### src/shared/scgc_params.svh
// Register offsets, field positions and reset values of the sleep clock gating block.
`ifndef SCGC_PARAMS_SVH
`define SCGC_PARAMS_SVH
`define SCGC_RUN_GATE_OFF      12'h100
`define SCGC_SLEEP_GATE_OFF    12'h110
`define SCGC_CLK_CFG_OFF       12'h060
`define SCGC_GATE_RESET        32'h0000_0040
`define SCGC_GATE_WMASK        32'h0001_0348
`define SCGC_CLK_CFG_RESET     32'h0000_0000
`define SCGC_CLK_CFG_WMASK     32'h0800_0000
`define SCGC_AUTO_GATE_BIT     27
`define SCGC_SAMPLER_BIT       16
`define SCGC_RATE_HI           9
`define SCGC_RATE_LO           8
`define SCGC_HIB_BIT           6
`define SCGC_WDOG_BIT          3
`define SCGC_RATE_MAX_RESET    2'h2
`endif

### src/shared/scgc_pkg.sv
// Types shared by the sleep clock gating block.
`default_nettype none
package scgc_pkg;
  typedef enum logic [2:0] {
    SCGC_IDLE   = 3'b001,
    SCGC_ACCESS = 3'b010,
    SCGC_DONE   = 3'b100
  } scgc_state_type;

  typedef struct packed {
    logic [11:0] paddr;
    logic        psel;
    logic        penable;
    logic        pwrite;
    logic [31:0] pwdata;
  } scgc_apb_req_type;

  typedef struct packed {
    logic [31:0] prdata;
    logic        pready;
    logic        pslverr;
  } scgc_apb_rsp_type;

  typedef struct packed {
    logic       sampler_en;
    logic [1:0] sampler_rate;
    logic       hib_en;
    logic       wdog_en;
  } scgc_gate_type;

  typedef struct packed {
    logic [31:0]    run_gate;
    logic [31:0]    sleep_gate;
    logic [31:0]    clk_cfg;
    scgc_gate_type  gate;
    logic [31:0]    rdata;
    logic           slverr;
    scgc_state_type state;
  } scgc_regs_type;
endpackage : scgc_pkg
`default_nettype wire

### src/verilog/scgc_gate_ctrl.sv
// APB register block for run and sleep clock gating of the sampler, hibernate and watchdog units.
//
// Contract
// - Sleep register drives gating during Sleep
// - Sleep register used only with auto-gate
// - Set bit clocks unit, clear disables it
// - Access to unclocked unit returns fault
// - Gating registers reset to 0x00000040
// - Bit 16 enables sampler unit clock
// - Bits 9:8 select sampler rate
// - Bit 6 enables hibernate, resets set
// - Bit 3 enables watchdog clock
// - Reserved bits read zero, ignore writes
// - Sleep register at offset 0x110
// - Run register at 0x100, same layout
`default_nettype none
`include "scgc_params.svh"
module scgc_gate_ctrl
  import scgc_pkg::*;
#(
  parameter logic [1:0] RATE_MAX = `SCGC_RATE_MAX_RESET
) (
  input  wire logic        MCLK,
  input  wire logic        SRST,
  input  wire logic        CLK_EN,
  input  wire logic        PSEL,
  input  wire logic        PENABLE,
  input  wire logic        PWRITE,
  input  wire logic [11:0] PADDR,
  input  wire logic [31:0] PWDATA,
  output var  logic [31:0] PRDATA,
  output var  logic        PREADY,
  output var  logic        PSLVERR,
  input  wire logic        SLEEP_REQ,
  input  wire logic        SAMPLER_ACCESS,
  input  wire logic        WDOG_ACCESS,
  output var  logic        SAMPLER_CLK_EN,
  output var  logic [1:0]  SAMPLER_RATE,
  output var  logic        HIB_CLK_EN,
  output var  logic        WDOG_CLK_EN,
  output var  logic        SAMPLER_FAULT,
  output var  logic        WDOG_FAULT
);

  // ---------------------------------------------------------------------------
  // Helpers
  // ---------------------------------------------------------------------------
  // Keeps only the writable enable and rate bits so reserved positions always read zero.
  function automatic logic [31:0] scgc_mask_gate(input logic [31:0] v);
    scgc_mask_gate = v & `SCGC_GATE_WMASK;
  endfunction : scgc_mask_gate

  function automatic scgc_gate_type scgc_unpack(input logic [31:0] v);
    scgc_gate_type g;
    g.sampler_en   = v[`SCGC_SAMPLER_BIT];
    g.sampler_rate = v[`SCGC_RATE_HI:`SCGC_RATE_LO];
    g.hib_en       = v[`SCGC_HIB_BIT];
    g.wdog_en      = v[`SCGC_WDOG_BIT];
    scgc_unpack    = g;
  endfunction : scgc_unpack

  // ---------------------------------------------------------------------------
  // State
  // ---------------------------------------------------------------------------
  scgc_regs_type    regs_q;
  scgc_regs_type    regs_d;
  scgc_apb_req_type req;
  logic [31:0]      wr_gate;
  logic             sleep_sync1_q;
  logic             sleep_sync2_q;
  logic             in_sleep;

  assign req.paddr   = PADDR;
  assign req.psel    = PSEL;
  assign req.penable = PENABLE;
  assign req.pwrite  = PWRITE;
  assign req.pwdata  = PWDATA;

  // Sleep request comes from the power controller outside this domain.
  always_ff @(posedge MCLK) begin
    if (SRST) begin
      sleep_sync1_q <= 1'b0;
      sleep_sync2_q <= 1'b0;
    end else if (CLK_EN) begin
      sleep_sync1_q <= SLEEP_REQ;
      sleep_sync2_q <= sleep_sync1_q;
    end
  end

  assign in_sleep = sleep_sync2_q;

  // ---------------------------------------------------------------------------
  // Next state
  // ---------------------------------------------------------------------------
  always_comb begin
    regs_d  = regs_q;
    wr_gate = scgc_mask_gate(req.pwdata);
    // A rate above the supported maximum is clamped rather than trusted.
    if (wr_gate[`SCGC_RATE_HI:`SCGC_RATE_LO] > RATE_MAX) begin
      wr_gate[`SCGC_RATE_HI:`SCGC_RATE_LO] = RATE_MAX;
    end
    case (regs_q.state)
      SCGC_IDLE: begin
        if (req.psel && !req.penable) begin
          regs_d.state = SCGC_ACCESS;
        end
      end
      SCGC_ACCESS: begin
        regs_d.state  = SCGC_DONE;
        regs_d.slverr = 1'b0;
        regs_d.rdata  = 32'h0000_0000;
        case (req.paddr)
          `SCGC_RUN_GATE_OFF: begin
            if (req.pwrite) begin
              regs_d.run_gate = wr_gate;
            end
            regs_d.rdata = regs_q.run_gate;
          end
          `SCGC_SLEEP_GATE_OFF: begin
            if (req.pwrite) begin
              regs_d.sleep_gate = wr_gate;
            end
            regs_d.rdata = regs_q.sleep_gate;
          end
          `SCGC_CLK_CFG_OFF: begin
            if (req.pwrite) begin
              regs_d.clk_cfg = req.pwdata & `SCGC_CLK_CFG_WMASK;
            end
            regs_d.rdata = regs_q.clk_cfg;
          end
          default: begin
            regs_d.slverr = 1'b1;
          end
        endcase
      end
      SCGC_DONE: begin
        regs_d.state = SCGC_IDLE;
        if (req.psel && !req.penable) begin
          regs_d.state = SCGC_ACCESS;
        end
      end
      default: begin
        regs_d.state = SCGC_IDLE;
      end
    endcase
    // Sleep values apply only when automatic gating is selected.
    if (in_sleep && regs_q.clk_cfg[`SCGC_AUTO_GATE_BIT]) begin
      regs_d.gate = scgc_unpack(regs_q.sleep_gate);
    end else begin
      regs_d.gate = scgc_unpack(regs_q.run_gate);
    end
  end

  always_ff @(posedge MCLK) begin
    if (SRST) begin
      regs_q.run_gate   <= `SCGC_GATE_RESET;
      regs_q.sleep_gate <= `SCGC_GATE_RESET;
      regs_q.clk_cfg    <= `SCGC_CLK_CFG_RESET;
      regs_q.gate       <= '{sampler_en: 1'b0, sampler_rate: 2'h0,
                             hib_en: 1'b1, wdog_en: 1'b0};
      regs_q.rdata      <= 32'h0000_0000;
      regs_q.slverr     <= 1'b0;
      regs_q.state      <= SCGC_IDLE;
    end else if (CLK_EN) begin
      regs_q <= regs_d;
    end
  end

  // ---------------------------------------------------------------------------
  // Outputs
  // ---------------------------------------------------------------------------
  assign PRDATA         = regs_q.rdata;
  assign PREADY         = (regs_q.state == SCGC_DONE);
  assign PSLVERR        = (regs_q.state == SCGC_DONE) && regs_q.slverr;
  assign SAMPLER_CLK_EN = regs_q.gate.sampler_en;
  assign SAMPLER_RATE   = regs_q.gate.sampler_rate;
  assign HIB_CLK_EN     = regs_q.gate.hib_en;
  assign WDOG_CLK_EN    = regs_q.gate.wdog_en;
  // The fault is combinational so the gated unit's bus answer can use it in-cycle.
  assign SAMPLER_FAULT  = SAMPLER_ACCESS && !regs_q.gate.sampler_en;
  assign WDOG_FAULT     = WDOG_ACCESS && !regs_q.gate.wdog_en;
endmodule : scgc_gate_ctrl
`default_nettype wire

### config.mk
export PLATFORM = sky130hd
export DESIGN_NAME = scgc_gate_ctrl
export DESIGN_NICKNAME = d
export VERILOG_FILES = /design/src/shared/scgc_pkg.sv /design/src/verilog/scgc_gate_ctrl.sv
export VERILOG_INCLUDE_DIRS = /design/src /design/src/shared
export SDC_FILE = /design/constraint.sdc
export NUM_CORES = 1
export LEC_CHECK = 0
export BUFFER_PORTS_ARGS = -buffer_cell sky130_fd_sc_hd__buf_2
export CORE_UTILIZATION = 47
export CTS_BUF_LIST = sky130_fd_sc_hd__clkbuf_4 sky130_fd_sc_hd__clkbuf_8
export CTS_CLUSTER_SIZE = 40
export DETAILED_ROUTE_END_ITERATION = 16
export GPL_ROUTABILITY_DRIVEN = 1
export PLACE_DENSITY_LB_ADDON = 0.08
export REMOVE_ABC_BUFFERS = 1
export SETUP_SLACK_MARGIN = 0.2
export SLEW_MARGIN = 10
export SYNTH_ARGS = -nofsm -noshare
export SYNTH_HDL_FRONTEND = slang
export SYNTH_SLANG_ARGS = --single-unit
### constraint.sdc
create_clock -name MCLK -period 3.7 [get_ports MCLK]
set_input_delay 0.185 -clock MCLK [delete_from_list [all_inputs] [get_ports MCLK]]
set_output_delay 0.185 -clock MCLK [all_outputs]
set_load 0.03 [all_outputs]
# Word level (Yosys, flattened, before mapping)
# Cells that the tools add are included.
dict set report word_totals {
  out_inout_bits 41
  regBits 54
}
dict set report op_classes {
  n_mux 7
  eq_ne 7
  magnitude_cmp 1
  n_reduce_logical 14
}
# cell n
set op_table {}
lappend op_table {{28-bit case mux with 3 select lines} 1}
lappend op_table {{12-bit by 9-bit equality test with 1-bit output, second input constant} 2}
lappend op_table {{12-bit by 7-bit equality test with 1-bit output, second input constant} 1}
lappend op_table {{4-bit AND reduction} 3}
lappend op_table {{3-bit case mux with 3 select lines} 1}
lappend op_table {{1-bit logical AND} 5}
lappend op_table {{5-bit two-way mux} 1}
lappend op_table {{2-bit two-way mux} 2}
lappend op_table {{2-bit AND reduction} 2}
lappend op_table {{3-bit by 1-bit equality test with 1-bit output, second input constant} 1}
lappend op_table {{3-bit by 2-bit equality test with 1-bit output, second input constant} 1}
lappend op_table {{3-bit equality test, second input constant} 1}
lappend op_table {{1-bit zero test} 3}
lappend op_table {{3-bit two-way mux} 1}
lappend op_table {{3-bit OR reduction} 1}
lappend op_table {{2-bit > comparator, second input constant} 1}
lappend op_table {{2-bit != test, second input constant} 1}
lappend op_table {{1-bit two-way mux} 1}

# Longest topological paths before layout
# Gate-level depths: netlist of the first run.
dict set report logic_depth {
  word_depth 4
  depth_mapped 6
  mapped_depth_nobuf 4
}

# Worst setup path after synthesis of the first run
# Ideal clock, no wire load.
dict set report synth_timing {
  path_type {register -> output}
  startpoint {reg regs_q[2] (netlist bit)}
  endpoint {out PSLVERR}
  t_arrival_ns 1.586
  path_stages_with_launch 3
  setup_slack_ns 1.929
  required_ns 3.515
  n_path_buf 0
  cell_sequence {dfxtp_1 -> nor3b_1 -> and2_1}
}
dict set report synth_via {
  elab_chain_cells 2
}
# item line_no
set synth_lines {}
lappend synth_lines {{start: declaration} scgc_gate_ctrl.sv:65} ;# scgc_regs_type regs_q;
lappend synth_lines {{start signal: assignment} scgc_gate_ctrl.sv:165} ;# regs_q <= regs_d;
lappend synth_lines {{3-bit equality test} -}
lappend synth_lines {{named net PREADY} scgc_gate_ctrl.sv:32} ;# output var logic PREADY,
lappend synth_lines {{1-bit logical AND} scgc_gate_ctrl.sv:174} ;# assign PSLVERR = (regs_q.state == SCGC_DONE) && regs_q.slverr;
lappend synth_lines {{end: declaration} scgc_gate_ctrl.sv:33} ;# output var logic PSLVERR,
# The timed path passes the listed nets, and every way through them passes these cells.

# Worst setup path in the final report of the first run
dict set report layout_timing {
  startpoint {reg regs_q[2] (netlist bit)}
  endpoint {reg regs_q, in the netlist PRDATA[6]}
}
dict set report layout_via {
  elab_chain_cells 2
}
# item line_no
set layout_lines {}
lappend layout_lines {{3-bit by 2-bit equality test with 1-bit output} scgc_gate_ctrl.sv:102} ;# case (regs_q.state)
lappend layout_lines {{2-bit AND reduction (no source line)} -}
# No other way between the ends.
# A chain may end at the register's enable or synchronous reset.

==> metrics.cfg, run 1 <==
[clocking]
cts_root_buf=clkbuf_4
cts_num_sinks=28
cts_buffer_depth=2
cts_tree=built
cts_max_level=1
ctsResizeCount=0
cts_setup_buffers=0
numCtsBuffers=3
path_clk_slew_ns=0.15
postCtsHoldBufs=0
clock_latency_ns=0.32

[pwr]
power_density_nw_per_um2=336
internal_power_w=0.000387
clkPwrFrac_pct=27.5
swShare_pct=28.9
combPwrFrac_pct=15.7
ir_worst_vdd_mv=0.115
switching_power_w=0.000157
pwr-share-seq_pct=56.8
power_w=0.000544
leakage_nw=0.687

[synthesis]
ys_warn_count=0
synth-edff-count=0
synth-main-ff-cell=dfxtp_1
avgSynthCellArea_um2=8.24
synth_area_um2=1520
async_flop_share_pct=0
yosysSeqAreaShare_pct=37.0
synth.area.top_cells=dfxtp_1 (37%), buf_4 (17%), nand3_1 (5.6%), mux2i_1 (5.3%), a21oi_1 (4.6%)
yosysTopAreaCellShare_pct=37.0
yosys.area.top_type=dfxtp_1
syn-instance-count=184
netlist-cell-type-count=35
synth_seq_cells=28

[floorplanning]
core-area_um2=3050
io_pins=94
rows=20
chipHeight_um=58.8
die-width_um=58.8
die-area_um2=3460
initial_core_util_pct=49.7

[route]
dr_total_vias=1264
drtPass1Iterations=4
routed_wl_mm=2.92
wire_per_inst_um=11.4
drt_iter0_drc=34
drcViolationCount=0
drtAntennaViolNets=0
drt-vias-per-instance=4.92

[worst_setup_path]
crit_slowest_cell=or4_4
worstPathArrival_ns=1.87
cp_cell_sequence=and4bb_4 -> inv_2 -> or4_4 -> o21ai_1
cp_max_fo=7
crit_family=simple AND/OR/NAND/NOR gates
worstSetupPathDepth=4
end_kind=flop
critPathBufInv=1
ff2ff_path_depth=4
start_kind=flop
max_stage_delay_ns=0.55
worst-endpoint-required_ns=3.96
criticalPathCategory=reg -> reg

[final_layout]
seqCellArea_um2=561
diodes=0
final_area_um2=1620
layout_commonest_cell=buf_2
layout-drive-gt1-share_pct=23.9
fin_util_pct=53.1
final_cell_mix=buf_2 (41), dfxtp_1 (28), conb_1 (26)
area_delta_synth_final_pct=6.85
multi_input_area_um2=756
nFillCells=313
nets=267

[global_route]
grt_usage_pct=17.7
gr-max-usage-layer=met2
grt_pass1_wl_mm=4.72
met3_usage_pct=2.86
globalRouteMet2Util_pct=29.2
grt-ovfl-total=0
met1_usage_pct=23.5
grt_max_degree=26
antenna_found_initial=0
grt_pass1_vias=1057

[timing]
max-slew-margin-rel_pct=59.3
max_freq_mhz=622
period_minus_slack_ns=1.61
fin_ws_ns=2.09
fin_skew_ns=0.00879
worst_pin_slew_ns=0.603
hold_violations=0
tns_ns=0
period_share_pct=43.5
slew_viol_final=0
final-setup-viol-count=0
rsz0062_at_grt=no

[worst_hold_path]
holdPathStages=3
hold_path_class=in -> reg

[flow_run]
drv_cap=0

[placement]
placed_cell_area_um2=1580
detailed_place_hpwl_mm=2.24
port_buffers=41
pre_cts_slack_ns=2.02
gp_congestion=0.812

[status]
status=finished clean

[worst min-delay path: stages]
cell,delay (ns)
buf_2,0.08
mux2i_1,0.05
nor2_1,0.07
[metrics by stage]
step                      hold WS [ns]  std cells
after CTS                       0.0780        257
after global placement           0.421        253
after global routing            0.0927        257
after floorplan                  0.254        168
final                           0.0868        257
after detailed placement         0.430        253
[worst paths after layout]
kind | from | slack, ns | endpoint
worst min-delay path | SLEEP_REQ | 0.09 | sleep_sync1_q
worst max-delay path | regs_q[2] | 2.09 | PRDATA[6]
worst min register to register | PRDATA[8] | 0.47 | PRDATA[8]
worst max register to register | regs_q[2] | 2.09 | PRDATA[6]
[cell type report]
cell class / count / share of cell area, %
Timing Repair Buffer: 41 / 12.7
Tap cell: 44 / 3.40
Sequential cell: 28 / 34.6
Multi-Input combinational cell: 138 / 46.6
Inverter: 2 / 0.463
Clock buffer: 4 / 2.24
[synthesized netlist by cell type, drive strengths merged (2+ instances only)]
| cell | count |
|---|---|
| nor4 | 2 |
| nand2b | 2 |
| a311oi | 4 |
| and2 | 2 |
| nand3b | 2 |
| inv | 2 |
| mux2i | 8 |
| buf | 36 |
| dfxtp | 28 |
| nor3b | 3 |
| clkbuf | 5 |
| nand3 | 17 |
| nand2 | 14 |
| o21ai | 15 |
| a21oi | 14 |
| nor2 | 12 |
| nor2b | 3 |
[power groups by stage]
stage	combinational, W	sequential (W)	clock, W
4_1_cts	0.0000850	0.000309	0.000154
6_report	0.0000854	0.000309	0.000150
5_1_grt	0.0000923	0.000310	0.000167
3_5_place_dp	0.0000848	0.000316	0
3_3_place_gp	0.0000837	0.000315	0
2_1_floorplan	0.0000524	0.000319	0
[per-layer routing]
layer	routed length, µm	share of wire, %	up-vias
li1	-	-	637
met1	1370	47	564
met2	1340	46	61
met3	200	6.8	2
met4	19	0.65	0
met5	0	0	-
[kinds of logic (layout without fill, tap and decap cells)]
family / Yosys count / count (layout) / synth area share, %
multiplexers: 8 / 8 / 5.28
AND/OR/NAND/NOR: 66 / 66 / 23.4
AO/OA/AOI/OAI: 37 / 37 / 14.1
other: 1 / 26 / 0.247
buffers and inverters: 43 / 47 / 19.4
XOR/XNOR: 1 / 1 / 0.578
flip-flops: 28 / 28 / 37.0
[registers in the layout (all words and copies together), names as in the netlist]
signal and count:
regs_q 15, PRDATA 6, SAMPLER_RATE 2, HIB_CLK_EN 1, SAMPLER_CLK_EN 1, WDOG_CLK_EN 1
in_sleep 1, sleep_sync1_q 1
Power figures use the tool's default switching activity.
==> run 2, diff against run 1 <==
--- a/config.mk
+++ b/config.mk
@@ -6,8 +6,9 @@
 export SDC_FILE = /design/constraint.sdc
 export NUM_CORES = 1
 export LEC_CHECK = 0
+export ABC_AREA = 1
 export BUFFER_PORTS_ARGS = -buffer_cell sky130_fd_sc_hd__buf_2
-export CORE_UTILIZATION = 47
+export CORE_UTILIZATION = 45
 export CTS_BUF_LIST = sky130_fd_sc_hd__clkbuf_4 sky130_fd_sc_hd__clkbuf_8
 export CTS_CLUSTER_SIZE = 40
 export DETAILED_ROUTE_END_ITERATION = 16
==> constraint.sdc (replaced) <==
create_clock -name MCLK -period 1.6 [get_ports MCLK]
set_input_delay 0.08 -clock MCLK [delete_from_list [all_inputs] [get_ports MCLK]]
set_output_delay 0.08 -clock MCLK [all_outputs]
set_load 0.03 [all_outputs]
==> run 2 against run 1 <==
  * Sequential share of layout area fell by 3.8 points
  * Die area is 12% higher
  * First-iteration DRC count is 26% higher
  * Critical path type is now reg -> out
  * Setup slack lost 1.9 ns
  * Clock skew decreased by 0.0073 ns
  * Largest power group unchanged
==> metrics.cfg, run 2 <==
[route]
drcViolationCount=0
routed_wl_mm=3.08
drtAntennaViolNets=0
wire_per_inst_um=9.57
drtPass1Iterations=4
drt-vias-per-instance=4.46
drt_iter0_drc=43
dr_total_vias=1436

[worst_setup_path]
cp_cell_sequence=inv_2 -> nor3_4 -> and2_1 -> clkbuf_4
start_kind=flop
cp_max_fo=4
max_stage_delay_ns=0.37
worstPathArrival_ns=1.29
criticalPathCategory=reg -> out
worst-endpoint-required_ns=1.52
end_kind=output pin
crit_slowest_cell=dfxtp_2

[final_layout]
diodes=0
largest_register=regs_q
fin_cells=322
layout_commonest_cell=nand2_1
multi_input_area_um2=801
area_delta_synth_final_pct=12.5
layout-drive-gt1-share_pct=23.9
nets=331
nFillCells=353
final_area_um2=1830
seqCellArea_um2=563
final_cell_mix=nand2_1 (43), buf_2 (40), nor2_1 (39)
largest_register_ffs=15

[global_route]
grt_pass1_vias=1281
grt_pass1_wl_mm=5.20
antenna_found_initial=0
grt_max_degree=15
grt-ovfl-total=0
grt_usage_pct=16.5

[synthesis]
yosysMostFrequentCell=nand2_1
synth_area_um2=1630
yosysSeqAreaShare_pct=34.4
synth-main-ff-cell=dfxtp_1
yosys.area.top_type=dfxtp_1
avgSynthCellArea_um2=6.87
async_flop_share_pct=0
synth.area.top_cells=dfxtp_1 (34%), buf_4 (16%), nand2_1 (9.9%), nor2_1 (9.0%), nand3_1 (5.8%)
yosysTopAreaCellShare_pct=34.4
synth_seq_cells=28
ys_warn_count=0
syn-instance-count=237
synth-edff-count=0
netlist-cell-type-count=27
synth_common_cells=nand2_1 (43), nor2_1 (39), buf_4 (34), dfxtp_1 (28), nand3_1 (19)

[placement]
gp_congestion=0.790
pre_cts_slack_ns=0.349
detailed_place_hpwl_mm=2.40
dp_cells=312
port_buffers=41
placed_cell_area_um2=1720

[timing]
fin_ws_ns=0.235
period_minus_slack_ns=1.37
final-setup-viol-count=0
hold_violations=0
max_freq_mhz=732
fin_skew_ns=0.00150
slew_viol_final=0
rsz0062_at_grt=yes
period_share_pct=85.3

[clocking]
cts_buffer_depth=2
cts_tree=built
cts_num_sinks=28
path_clk_slew_ns=0.14
clock_latency_ns=0.32
numCtsBuffers=3
cts_max_level=1
cts_root_buf=clkbuf_4

[pwr]
leakage_nw=0.943
power_density_nw_per_um2=691
ir_worst_vdd_mv=0.625

[floorplanning]
initial_core_util_pct=48.0
core-area_um2=3390
rows=21
chipHeight_um=62.1
io_pins=94
die-area_um2=3860
die-width_um=62.1

[status]
status=finished clean

[worst_hold_path]
hold_path_class=in -> reg

[flow_run]
drv_cap=0

## run 2: final cells by class
cell class | instances | area share (%)
clock buffers | 3 | 1.23
inverters | 24 | 5.26
multi-input cells | 171 | 43.7
flip-flops and latches | 28 | 30.8
well taps | 46 | 3.14
repair buffers | 50 | 15.9
## run 2: cells by family after synthesis
logic type | count (synthesis) | synth area share, %
other | 1 | 0.230
buffers and inverters | 63 | 22.8
DFF | 28 | 34.4
and+or+nand+nor | 117 | 33.1
AOI/OAI and AO/OA | 28 | 9.38
## run 2: power by group
part           switching, W  leakage [nW]  internal [W]
clock network      0.000196        0.0138     0.0000884
registers         0.0000156         0.228      0.000715
logic              0.000180         0.701     0.0000699
## run 2: critical path: cells and delay by family (launching register included)
family / cells / cell delay (ns)
DFF: 1 / 0.37
and+or+nand+nor: 2 / 0.35
buffers and inverters: 2 / 0.24
## run 2: final timing paths
kind,start,to,slack [ns],cells after the start
max reg2reg,regs_q[2],regs_q[113],0.31,8
max,regs_q[2],PSLVERR,0.23,4
min,PWDATA[27],regs_q[68],0.05,5
min reg2reg,PRDATA[27],PRDATA[27],0.47,2
## run 2: per-stage QoR
step / utilization [%] / power, W / hold slack [ns] / setup TNS (ns)
6_report: 54.0 / 0.00127 / 0.0461 / 0
5_1_grt: 54.0 / 0.00133 / 0.0623 / 0
4_1_cts: 53.2 / 0.00128 / 0.00434 / 0
3_5_place_dp: 50.9 / 0.000980 / 0.304 / 0
3_3_place_gp: 50.9 / 0.000978 / 0.310 / 0
2_1_floorplan: - / 0.000911 / 0.149 / -0.00346
## run 2: what timing repair did
action / CTS / global route
pin swaps: 0 / 1
resized for setup: 1 / 4
hold buffers: 5 / 1
setup buffers: 0 / 1
endpoints found under the hold margin: 8 / 1
endpoints found under the setup margin: 1 / 3
## run 2: layer usage
layer  track usage (%)  wire (µm)
met1              19.5       1480
met2              29.8       1440
met3              4.04        134
met4              3.49         31
met5                 0          0
==> run 3, diff against run 2 <==
--- a/config.mk
+++ b/config.mk
@@ -14,8 +14,10 @@
 export DETAILED_ROUTE_END_ITERATION = 16
 export GPL_ROUTABILITY_DRIVEN = 1
 export PLACE_DENSITY_LB_ADDON = 0.08
+export RECOVER_POWER = 25
 export REMOVE_ABC_BUFFERS = 1
 export SETUP_SLACK_MARGIN = 0.2
+export SKIP_LAST_GASP = 1
 export SLEW_MARGIN = 10
 export SYNTH_ARGS = -nofsm -noshare
 export SYNTH_HDL_FRONTEND = slang
==> run 3 against run 2 <==
  * Non-clock buffer count did not move
  * Total power barely moved
  * Cell count did not move
  * Highest routed layer unchanged
  * Core utilization fell by 0.37 points
  * Via count rose by 0.35%
==> metrics.cfg, run 3 (synthesis gave the netlist of run 2 again) <==
[worst_setup_path]
r2r-start=regs_q[0]
criticalPathCategory=reg -> out
max_stage_delay_ns=0.37
crit_slowest_cell=dfxtp_2
worst-endpoint-required_ns=1.52
cp_cell_sequence=inv_2 -> nor3_4 -> and2_1 -> clkbuf_4
startpoint=regs_q[2]
cp_max_fo=4
end_kind=output pin
worstPathArrival_ns=1.29
start_kind=flop
critPathBufInv=2
crit_family=flip-flops

[final_layout]
final_cell_mix=nand2_1 (43), nor2_1 (39), buf_2 (30)
fin_cells=322
layout_commonest_cell=nand2_1
nets=331
layout-drive-gt1-share_pct=20.3
diodes=0
largest_register_ffs=15
nFillCells=359
area_delta_synth_final_pct=11.7
largest_register=regs_q

[floorplanning]
chipHeight_um=62.1
core-area_um2=3390
rows=21
die-width_um=62.1
io_pins=94
initial_core_util_pct=48.0
die-area_um2=3860

[pwr]
swShare_pct=31.1
leakage_nw=0.903
combPwrFrac_pct=19.7
switching_power_w=0.000393
power_density_nw_per_um2=696
pwr-share-seq_pct=57.8
ir_worst_vdd_mv=0.629
internal_power_w=0.000872
clkPwrFrac_pct=22.6

[route]
dr_total_vias=1441
drcViolationCount=0
drt_iter0_drc=46
wire_per_inst_um=9.63
drt-vias-per-instance=4.48
drtPass1Iterations=4
routed_wl_mm=3.10
drtAntennaViolNets=0

[timing]
final-setup-viol-count=0
fin_skew_ns=0.00296
hold_violations=0
slew_viol_final=0
hold_ws_ns=0.0462
period_minus_slack_ns=1.37
tns_ns=0
max_freq_mhz=732
rsz0062_at_grt=yes
period_share_pct=85.3

[flow_run]
drv_cap=0

[placement]
gp_congestion=0.790
port_buffers=41
detailed_place_hpwl_mm=2.40
dp_cells=312

[clocking]
cts_root_buf=clkbuf_4
cts_max_level=1
path_clk_slew_ns=0.14
cts_tree=built
numCtsBuffers=3
clock_latency_ns=0.32
cts_num_sinks=28
cts_buffer_depth=2

[global_route]
grt_max_degree=15
grt-ovfl-total=0
grt_pass1_wl_mm=5.20
grt_pass1_vias=1281
grt_usage_pct=16.5
antenna_found_initial=0

[worst_hold_path]
hp-start=PWDATA[27]
hold_path_class=in -> reg

[status]
status=finished clean

[run 3: cell types whose count changed in the layout (fill, tap and decap cells not counted)]
cell	previous run	this run
buf_2	40	30
clkbuf_1	0	10
[run 3: repair_timing]
item                                    in CTS  in global routing
cloned                                       0                  0
endpoints found under the setup margin       1                  3
resized for setup                            1                  4
setup buffers                                0                  1
endpoints found under the hold margin        8                  1
hold buffers                                 5                  1
pin swaps                                    0                  1
[run 3: tightest hold or removal path, stage by stage]
cell and delay [ns]:
buf_2 0.10, inv_1 0.04, nand2_1 0.04, nand2_1 0.05, nor2_1 0.03
[run 3: per-stage QoR]
stage	cell area (µm²)	total power, W	setup WS, ns	utilization [%]
detailed placement	1720	0.000980	0.349	50.9
global route	1820	0.00133	0.164	53.6
floorplan	1450	0.000911	-0.00346	-
global placement	1720	0.000978	0.341	50.9
finish	1820	0.00127	0.235	53.6
CTS	1800	0.00128	0.210	53.2
[run 3: path summary, 6_finish.rpt]
path | endpoint | slack [ns] | cells after the start
setup / recovery | PSLVERR | 0.23 | 4
hold / removal | regs_q[68] | 0.05 | 5
setup reg to reg | regs_q[82] | 0.32 | 9
hold reg to reg | PRDATA[27] | 0.48 | 2
[run 3: cell type report]
| type | count | area (µm²) | area share (%) |
|---|---|---|---|
| multi-input cells | 171 | 801 | 44.0 |
| flip-flops and latches | 28 | 563 | 31.0 |
| repair buffers | 50 | 278 | 15.3 |
| inverters | 24 | 96.3 | 5.30 |
| well taps | 46 | 57.6 | 3.17 |
| clock buffers | 3 | 22.5 | 1.24 |
[run 3: power groups by stage]
| stage | Combinational, W | Clock (W) | Sequential, W |
|---|---|---|---|
| finish | 0.000249 | 0.000286 | 0.000731 |
| global route | 0.000272 | 0.000325 | 0.000733 |
| CTS | 0.000248 | 0.000301 | 0.000728 |
| detailed placement | 0.000238 | 0 | 0.000742 |
| global placement | 0.000237 | 0 | 0.000741 |
| floorplan | 0.000159 | 0 | 0.000752 |
[run 3: per-layer routing]
layer / global-route usage, % / vias to the layer above / part of all wire (%)
met3: 4.04 / 4 / 4.8
met2: 29.8 / 38 / 46
met1: 19.5 / 633 / 48
met5: 0 / - / 0
li1: - / 766 / -
met4: 3.49 / 0 / 1.0
